[config.mk]
export PLATFORM = sky130hd
export DESIGN_NAME = flash_word_program_sequence
export DESIGN_NICKNAME = d
export VERILOG_FILES = /design/src/flash_prog_pkg.sv /design/src/flash_cycle_if.sv /design/src/flash_bus_engine.sv /design/src/flash_word_program_sequence.sv
export SDC_FILE = /design/constraint.sdc
export NUM_CORES = 1
export LEC_CHECK = 0
export ABC_CLOCK_PERIOD_IN_PS = 3500
export BUFFER_PORTS_ARGS = -buffer_cell sky130_fd_sc_hd__buf_2
export CAP_MARGIN = 20
export CORE_AREA = 2 2 147 149
export CTS_CLUSTER_SIZE = 28
export DETAILED_ROUTE_END_ITERATION = 16
export DIE_AREA = 0 0 149 151
export GPL_TIMING_DRIVEN = 1
export SLEW_MARGIN = 10
export SYNTH_ARGS = -nofsm -noshare
export SYNTH_HDL_FRONTEND = slang
export SYNTH_SLANG_ARGS = --single-unit
[constraint.sdc]
create_clock -name core_clk -period 3.5 [get_ports core_clk]
set_clock_uncertainty 0.15 [all_clocks]
set_input_delay 0 -clock core_clk [delete_from_list [all_inputs] [get_ports core_clk]]
set_output_delay 0 -clock core_clk [all_outputs]
set_load 0.03 [all_outputs]
[src/flash_prog_pkg.sv]
`default_nettype none

package flash_prog_pkg;

	// Clock period of core_clk.
	localparam int unsigned CLK_PERIOD_NS     = 50;

	// Pin timing of the memory, in the units in which it is specified.
	localparam int unsigned WRITE_PULSE_NS    = 35;
	localparam int unsigned READ_ACCESS_NS    = 90;
	localparam int unsigned BUS_RELEASE_NS    = 25;
	localparam int unsigned RESET_PULSE_NS    = 500;
	localparam int unsigned RESET_HIGH_NS     = 100;
	localparam int unsigned POLL_DELAY_US     = 4;
	localparam int unsigned PROGRAM_MAX_US    = 1000;

	// Least times round up to whole cycles and never fall below one.
	function automatic int unsigned ns_to_cycles(input int unsigned ns);
		int unsigned c;
		c = (ns + CLK_PERIOD_NS - 1) / CLK_PERIOD_NS;
		return (c == 0) ? 1 : c;
	endfunction : ns_to_cycles

	localparam int unsigned WRITE_PULSE_CYCLES = ns_to_cycles(WRITE_PULSE_NS);
	localparam int unsigned READ_ACCESS_CYCLES = ns_to_cycles(READ_ACCESS_NS);
	localparam int unsigned BUS_RELEASE_CYCLES = ns_to_cycles(BUS_RELEASE_NS);
	localparam int unsigned RESET_PULSE_CYCLES = ns_to_cycles(RESET_PULSE_NS);
	localparam int unsigned RESET_HIGH_CYCLES  = ns_to_cycles(RESET_HIGH_NS);
	localparam int unsigned POLL_DELAY_CYCLES  =
		ns_to_cycles(POLL_DELAY_US * 1000);
	localparam int unsigned PROGRAM_TIMEOUT_CYCLES =
		ns_to_cycles(PROGRAM_MAX_US * 1000);

	// Word mode command addresses and the command codes.
	localparam logic [11:0] WORD_UNLOCK_ADDR1 = 12'h555;
	localparam logic [11:0] WORD_UNLOCK_ADDR2 = 12'h2aa;
	localparam logic [7:0]  UNLOCK_CODE1      = 8'haa;
	localparam logic [7:0]  UNLOCK_CODE2      = 8'h55;
	localparam logic [7:0]  PROGRAM_CODE      = 8'ha0;
	localparam logic [1:0]  LAST_CMD_STEP     = 2'h3;
	localparam int unsigned STATUS_BIT        = 7;

	typedef enum {
		E_IDLE,
		E_SETUP,
		E_STROBE,
		E_HOLD,
		E_GAP
	} engine_state_t;

	typedef enum {
		M_RST_LOW,
		M_RST_HIGH,
		M_IDLE,
		M_FETCH,
		M_CMD,
		M_WAIT,
		M_POLL,
		M_VERIFY
	} seq_state_t;

endpackage : flash_prog_pkg

`default_nettype wire

[src/flash_cycle_if.sv]
`default_nettype none

interface flash_cycle_if #(
	parameter int ADDR_W = 20,
	parameter int DATA_W = 16
);
	logic              req;
	logic              write;
	logic [ADDR_W-1:0] addr;
	logic [DATA_W-1:0] wdata;
	logic              ack;
	logic [DATA_W-1:0] rdata;

	modport sequencer (output req, write, addr, wdata, input ack, rdata);
	modport engine    (input req, write, addr, wdata, output ack, rdata);
endinterface : flash_cycle_if

`default_nettype wire

[src/flash_bus_engine.sv]
`default_nettype none

module flash_bus_engine #(
	parameter int ADDR_W = 20,
	parameter int DATA_W = 16
) (
	input  wire logic              core_clk,
	input  wire logic              reset_n,
	flash_cycle_if.engine          cyc,
	output logic [ADDR_W-1:0]      flash_addr,
	output logic [DATA_W-1:0]      flash_dq_out,
	input  wire logic [DATA_W-1:0] flash_dq_in,
	output logic                   flash_dq_oe_n,
	output logic                   flash_ce_n,
	output logic                   flash_we_n,
	output logic                   flash_oe_n
);
	import flash_prog_pkg::*;

	engine_state_t state;
	logic [3:0]    cnt;
	logic          is_write;
	logic [DATA_W-1:0] rdata;

	////////////////////////////////////////////////////////////////////////
	// The request is taken only in E_IDLE, so a request still held in the
	// acknowledge cycle cannot start a second bus cycle by accident.
	assign cyc.ack   = (state == E_GAP) && (cnt == 4'h0);
	assign cyc.rdata = rdata;

	////////////////////////////////////////////////////////////////////////
	// One bus cycle: chip select, strobe, release, then a quiet gap so the
	// memory has let go of the data bus before anything else is driven.
	always_ff @(posedge core_clk or negedge reset_n) begin
		if (!reset_n) begin
			state         <= E_IDLE;
			cnt           <= 4'h0;
			is_write      <= 1'b0;
			rdata         <= '0;
			flash_addr    <= '0;
			flash_dq_out  <= '0;
			flash_dq_oe_n <= 1'b1;
			flash_ce_n    <= 1'b1;
			flash_we_n    <= 1'b1;
			flash_oe_n    <= 1'b1;
		end else begin
			case (state)
				E_IDLE: begin
					if (cyc.req) begin
						flash_addr    <= cyc.addr;
						flash_dq_out  <= cyc.wdata;
						is_write      <= cyc.write;
						flash_dq_oe_n <= ~cyc.write;
						flash_ce_n    <= 1'b0;
						state         <= E_SETUP;
					end
				end
				E_SETUP: begin
					flash_we_n <= ~is_write;
					flash_oe_n <= is_write;
					cnt        <= is_write ? 4'(WRITE_PULSE_CYCLES - 1)
					                       : 4'(READ_ACCESS_CYCLES - 1);
					state      <= E_STROBE;
				end
				E_STROBE: begin
					if (cnt == 4'h0) begin
						flash_we_n <= 1'b1;
						flash_oe_n <= 1'b1;
						if (!is_write) begin
							rdata <= flash_dq_in;
						end
						state <= E_HOLD;
					end else begin
						cnt <= cnt - 4'h1;
					end
				end
				E_HOLD: begin
					flash_ce_n    <= 1'b1;
					flash_dq_oe_n <= 1'b1;
					cnt           <= 4'(BUS_RELEASE_CYCLES - 1);
					state         <= E_GAP;
				end
				E_GAP: begin
					if (cnt == 4'h0) begin
						state <= E_IDLE;
					end else begin
						cnt <= cnt - 4'h1;
					end
				end
				default: begin
					state <= E_IDLE;
				end
			endcase
		end
	end

endmodule : flash_bus_engine

`default_nettype wire

[src/flash_word_program_sequence.sv]
`default_nettype none

// Summary of operation
// - Each word takes unlock, unlock, program command, then value at target.
// - Status polling starts no sooner than 4 us after the command.
// - Poll to completion, verify, then advance address or finish.
// - Word mode and byte mode use different command addresses.
module flash_word_program_sequence #(
	parameter int          ADDR_W = 20,
	parameter int          DATA_W = 16,
	parameter int unsigned TIMEOUT_CYCLES =
		flash_prog_pkg::PROGRAM_TIMEOUT_CYCLES,
	parameter logic [11:0] BYTE_UNLOCK_ADDR1 = 12'haaa,
	parameter logic [11:0] BYTE_UNLOCK_ADDR2 = 12'h555
) (
	input  wire logic              core_clk,
	input  wire logic              reset_n,
	input  wire logic              start,
	input  wire logic [ADDR_W-1:0] start_addr,
	input  wire logic [ADDR_W-1:0] last_addr,
	input  wire logic              byte_mode,
	input  wire logic              value_valid,
	input  wire logic [DATA_W-1:0] program_value,
	output logic                   value_ready,
	output logic                   busy,
	output logic                   done,
	output logic                   fail,
	output logic [ADDR_W-1:0]      flash_addr,
	output logic [DATA_W-1:0]      flash_dq_out,
	input  wire logic [DATA_W-1:0] flash_dq_in,
	output logic                   flash_dq_oe_n,
	output logic                   flash_ce_n,
	output logic                   flash_we_n,
	output logic                   flash_oe_n,
	output logic                   flash_reset_n
);
	import flash_prog_pkg::*;

	seq_state_t        state;
	logic [15:0]       cnt;
	logic [31:0]       tmo;
	logic [1:0]        step;
	logic [ADDR_W-1:0] target;
	logic [ADDR_W-1:0] last;
	logic [DATA_W-1:0] value_q;

	flash_cycle_if #(.ADDR_W(ADDR_W), .DATA_W(DATA_W)) cyc ();

	////////////////////////////////////////////////////////////////////////
	// Address of each of the four command cycles; the fourth goes to the
	// word being programmed.
	function automatic logic [ADDR_W-1:0] cmd_addr(
		input logic [1:0]        s,
		input logic              bmode,
		input logic [ADDR_W-1:0] tgt
	);
		logic [11:0] a1;
		logic [11:0] a2;
		a1 = bmode ? BYTE_UNLOCK_ADDR1 : WORD_UNLOCK_ADDR1;
		a2 = bmode ? BYTE_UNLOCK_ADDR2 : WORD_UNLOCK_ADDR2;
		case (s)
			2'h0:    return ADDR_W'(a1);
			2'h1:    return ADDR_W'(a2);
			2'h2:    return ADDR_W'(a1);
			default: return tgt;
		endcase
	endfunction : cmd_addr

	// Data of each command cycle.
	function automatic logic [DATA_W-1:0] cmd_data(
		input logic [1:0]        s,
		input logic [DATA_W-1:0] val
	);
		case (s)
			2'h0:    return DATA_W'(UNLOCK_CODE1);
			2'h1:    return DATA_W'(UNLOCK_CODE2);
			2'h2:    return DATA_W'(PROGRAM_CODE);
			default: return val;
		endcase
	endfunction : cmd_data

	////////////////////////////////////////////////////////////////////////
	// Bus requests are decoded from the state; writes only while issuing
	// commands, reads of the target while polling and verifying.
	wire issuing   = (state == M_CMD);
	wire reading   = (state == M_POLL) || (state == M_VERIFY);
	wire status_ok = cyc.rdata[STATUS_BIT] == value_q[STATUS_BIT];
	wire word_ok   = cyc.rdata == value_q;
	wire at_last   = target == last;
	wire timed_out = tmo >= TIMEOUT_CYCLES - 1;

	assign cyc.req     = issuing || reading;
	assign cyc.write   = issuing;
	assign cyc.addr    = issuing ? cmd_addr(step, byte_mode, target)
	                             : target;
	assign cyc.wdata   = cmd_data(step, value_q);
	assign value_ready = (state == M_FETCH);

	flash_bus_engine #(.ADDR_W(ADDR_W), .DATA_W(DATA_W)) u_engine (
		.core_clk      (core_clk),
		.reset_n       (reset_n),
		.cyc           (cyc),
		.flash_addr    (flash_addr),
		.flash_dq_out  (flash_dq_out),
		.flash_dq_in   (flash_dq_in),
		.flash_dq_oe_n (flash_dq_oe_n),
		.flash_ce_n    (flash_ce_n),
		.flash_we_n    (flash_we_n),
		.flash_oe_n    (flash_oe_n)
	);

	////////////////////////////////////////////////////////////////////////
	// Sequencer. The memory is held in reset after our own reset so both
	// start from a known point, then released for its recovery time.
	// No read-mode command is ever sent after programming, since the
	// memory goes back to read mode on its own.
	always_ff @(posedge core_clk or negedge reset_n) begin
		if (!reset_n) begin
			state         <= M_RST_LOW;
			cnt           <= 16'h0000;
			tmo           <= 32'h0000_0000;
			step          <= 2'h0;
			target        <= '0;
			last          <= '0;
			value_q       <= '0;
			busy          <= 1'b0;
			done          <= 1'b0;
			fail          <= 1'b0;
			flash_reset_n <= 1'b0;
		end else begin
			done <= 1'b0;
			case (state)
				M_RST_LOW: begin
					if (cnt == 16'(RESET_PULSE_CYCLES - 1)) begin
						flash_reset_n <= 1'b1;
						cnt           <= 16'h0000;
						state         <= M_RST_HIGH;
					end else begin
						cnt <= cnt + 16'h0001;
					end
				end
				M_RST_HIGH: begin
					if (cnt == 16'(RESET_HIGH_CYCLES - 1)) begin
						cnt   <= 16'h0000;
						state <= M_IDLE;
					end else begin
						cnt <= cnt + 16'h0001;
					end
				end
				M_IDLE: begin
					if (start) begin
						target <= start_addr;
						last   <= last_addr;
						busy   <= 1'b1;
						fail   <= 1'b0;
						state  <= M_FETCH;
					end
				end
				M_FETCH: begin
					if (value_valid) begin
						value_q <= program_value;
						step    <= 2'h0;
						state   <= M_CMD;
					end
				end
				M_CMD: begin
					if (cyc.ack) begin
						if (step == LAST_CMD_STEP) begin
							cnt   <= 16'h0000;
							tmo   <= 32'h0000_0000;
							state <= M_WAIT;
						end else begin
							step <= step + 2'h1;
						end
					end
				end
				M_WAIT: begin
					tmo <= tmo + 32'h0000_0001;
					if (cnt == 16'(POLL_DELAY_CYCLES - 1)) begin
						state <= M_POLL;
					end else begin
						cnt <= cnt + 16'h0001;
					end
				end
				M_POLL: begin
					tmo <= tmo + 32'h0000_0001;
					if (cyc.ack) begin
						if (status_ok) begin
							state <= M_VERIFY;
						end else if (timed_out) begin
							fail  <= 1'b1;
							busy  <= 1'b0;
							done  <= 1'b1;
							state <= M_IDLE;
						end
					end
				end
				M_VERIFY: begin
					if (cyc.ack) begin
						if (!word_ok || at_last) begin
							fail  <= !word_ok;
							busy  <= 1'b0;
							done  <= 1'b1;
							state <= M_IDLE;
						end else begin
							target <= target + ADDR_W'(1);
							state  <= M_FETCH;
						end
					end
				end
				default: begin
					state <= M_IDLE;
				end
			endcase
		end
	end

endmodule : flash_word_program_sequence

`default_nettype wire

==> results.json <==
{
  "wl_mm": 23.62,
  "grt_usage": 0.2181,
  "yosys.area_share.simple": 0.1794,
  "cts_tree": "done",
  "drc": 0,
  "leakagePower_nw": 5.011,
  "start_util": 0.4435,
  "synth_fp_nets": 995,
  "drive_above_1_share": 0.2398,
  "rows": 53,
  "cts_buffer_depth": 2,
  "drv_cap": 0,
  "critPathMaxFanout": 13,
  "die_x_um": 149,
  "rsz0062_at_grt": "false",
  "power_per_cell_area_nw_per_um2": 843.8,
  "clk_latency_ns": 0.43,
  "cts_hold_buf": 74,
  "required_ns": 3.70,
  "slew_viol_final": 0,
  "dpl.cell_count": 1270,
  "syn_to_final_growth_pct": 24.17,
  "arrival_ns": 3.17,
  "synth-main-ff-cell": "dfrtp_1",
  "syn_area_per_cell_um2": 10.17,
  "cts_resized": 0,
  "yosys-top-cells-area": "dfrtp_1 (47%), mux2_2 (7.1%), o21ai_0 (4.2%)",
  "muxShareOfSynthArea": 0.07303,
  "fin_cells": 1377,
  "cts_setup_buffers": 0,
  "synthCells": 908,
  "n_fill_cell": 1839,
  "start_kind": "register",
  "seq_area_frac_synth": 0.4802,
  "reg2reg_from": "u_engine.cnt[0]$_DFFE_PN0P_",
  "viasPerCell": 5.546,
  "hold_viol_final": 0,
  "whs_path_depth": 4,
  "route.vias.total": 7637,
  "dieArea_um2": 22500,
  "design.core.area_um2": 20820,
  "r2r_slack_ns": 0.53,
  "synth_most_common_cell": "dfrtp_1",
  "status": "finished clean",
  "die_height_um": 151,
  "grt_pass1_wl_mm": 38.99,
  "relSlewSlack": 0.3002,
  "gp_congestion": 0.8299,
  "fin_crit_ns": 2.969,
  "worst-slew-pin-transition_ns": 1.043,
  "synth-compound-area-share": 0.1588,
  "holdCritStartpoint": "start",
  "period_share": 0.8483,
  "hold_end": "busy$_DFFE_PN0P_",
  "setup.worst_path.class": "reg2reg",
  "ff2ff_path_depth": 8,
  "wl_per_cell_um": 17.15,
  "synth_xor_xnor_area_share": 0.05975,
  "fmax_mhz": 336.8,
  "rr_endpoint": "cnt[5]$_DFFE_PN0P_",
  "root_buffer": "clkbuf_16",
  "yosysWarnings": 0,
  "final.setup.tns_ns": 0,
  "setup_viol": 0,
  "syn-cell-area_um2": 9235,
  "cts_sinks": 177,
  "ys_ff_latch": 177,
  "numCtsBuffers": 17,
  "grt.overflow.total": 0,
  "worstSetupEndpointType": "register",
  "drtAntennaViolNets": 0,
  "fin_nets": 1175,
  "drtIter0Drc": 545,
  "hp-class": "in2reg",
  "synth-adder-area-share": 0.01355,
  "synth_top_family_by_area": "simple AND/OR/NAND/NOR gates",
  "drt_pass1_iterations": 5,
  "post-dp-hpwl_mm": 15.91,
  "grt_antenna_before_repair": 1,
  "clkTransAtPathRegs_ns": 0.07,
  "first_global_vias": 7543,
  "synth_common_cells": "dfrtp_1 (173), nand2_1 (91), o21ai_0 (77)",
  "yosysTopAreaCell": "dfrtp_1",
  "netlist.area_leader.share": 0.4688,
  "port-buffer-count": 121,
  "grt_max_degree": 100,
  "synth_cell_types": 78,
  "htree_levels": 4,
  "peakVddDrop_mv": 0.3905,
  "synth-edff-count": 0,
  "synthArstFlopShare": 1.000,
  "ioPinCount": 122
}
[metal layers]
layer	wire length [µm]	GRT usage	vias to the layer above	part of all wire
met1	11330	0.3033	3742	0.48
met4	443	0.06810	0	0.019
met5	0	0	-	0
met2	10840	0.3477	184	0.46
li1	-	-	3683	-
met3	1007	0.04036	28	0.043
[cells by family (layout without fill, tap and decap cells)]
kind of cell / after synthesis / count (layout)
mux: 60 / 60
simple gates: 312 / 312
other cells: 0 / 1
flops: 177 / 177
xor+xnor: 63 / 63
compound gates: 216 / 216
fa+ha+maj: 10 / 10
buf+inv: 70 / 263
[layout by cell type (no fill, tap or decap), types with 10 or more instances in the layout]
master,synthesis,layout
a21oi_1,40,40
a221o_1,12,12
and3_1,18,18
buf_2,10,120
buf_4,7,17
clkbuf_16,0,17
dfrtp_1,173,173
dlygate4sd3_1,0,74
ha_1,10,10
inv_1,17,17
mux2_2,58,58
nand2_1,91,91
nand3_1,22,22
nand4_1,21,21
nor2_1,61,61
nor3_1,14,14
nor4_1,13,13
o21ai_0,77,76
o31ai_1,12,12
xnor2_1,30,30
xor2_1,33,33
[flip-flops by register name, summed over array words and instances, names as in the netlist, 16 cells and up]
register / flops
last: 20
target: 20
u_engine.cyc.rdata: 16
tmo: 32
u_engine.flash_addr: 20
cnt: 16
u_engine.flash_dq_out: 16
value_q: 16
[worst max path at each step]
stage	from	endpoint	cells past startpoint
4_1_cts	u_engine.cnt[0]$_DFFE_PN0P_	cnt[5]$_DFFE_PN0P_	8
3_5_place_dp	u_engine.cnt[0]$_DFFE_PN0P_	cnt[5]$_DFFE_PN0P_	8
3_3_place_gp	u_engine.cnt[0]$_DFFE_PN0P_	target[6]$_DFFE_PN0P_	8
6_report	u_engine.cnt[0]$_DFFE_PN0P_	cnt[5]$_DFFE_PN0P_	8
2_1_floorplan	u_engine.cnt[0]$_DFFE_PN0P_	last[10]$_DFFE_PN0P_	8
5_1_grt	u_engine.cnt[0]$_DFFE_PN0P_	cnt[6]$_DFFE_PN0P_	7
[worst max-delay path: stages, from the launching register on]
cell and delay [ns]:
dfrtp_1 0.42, inv_1 0.13, ha_1 0.17, nor3b_2 0.49, nand3_1 0.21, a21oi_1 0.32, or3b_1 0.63, nand2b_1 0.24
o21ai_0 0.13
[layout make-up]
class / instances / area, µm² / share of cell area
clock buffers: 17 / 425.4 / 0.03710
well taps: 275 / 344.1 / 0.03001
diodes: 1 / 2.502 / 0.0002182
clock inverters: 15 / 217.7 / 0.01899
repair buffers: 213 / 1500 / 0.1308
multi-input cells: 661 / 4476 / 0.3903
inverters: 18 / 67.56 / 0.005892
flip-flops and latches: 177 / 4434 / 0.3867
[through the flow]
| stage | hold slack, ns | util | cell area, µm² | total power [W] | worst slack [ns] |
|---|---|---|---|---|---|
| floorplan | -0.4456 | - | 9235 | 0.006544 | 0.9779 |
| global placement | 0.05205 | 0.4841 | 10080 | 0.007568 | 0.6476 |
| detailed placement | 0.04346 | 0.4841 | 10080 | 0.007621 | 0.5852 |
| CTS | 0.01395 | 0.5506 | 11460 | 0.009747 | 0.5635 |
| global route | 0.02502 | 0.5506 | 11460 | 0.01038 | 0.2665 |
| finish | 0.01539 | 0.5507 | 11470 | 0.009676 | 0.5309 |
[power by group]
part / leakage, nW / internal (W) / switching [W] / total [W]
clock network: 0.308 / 0.00110 / 0.000925 / 0.00203
logic: 2.48 / 0.00176 / 0.00221 / 0.00397
registers: 2.22 / 0.00284 / 0.000838 / 0.00368
Power figures use the tool's default switching activity.
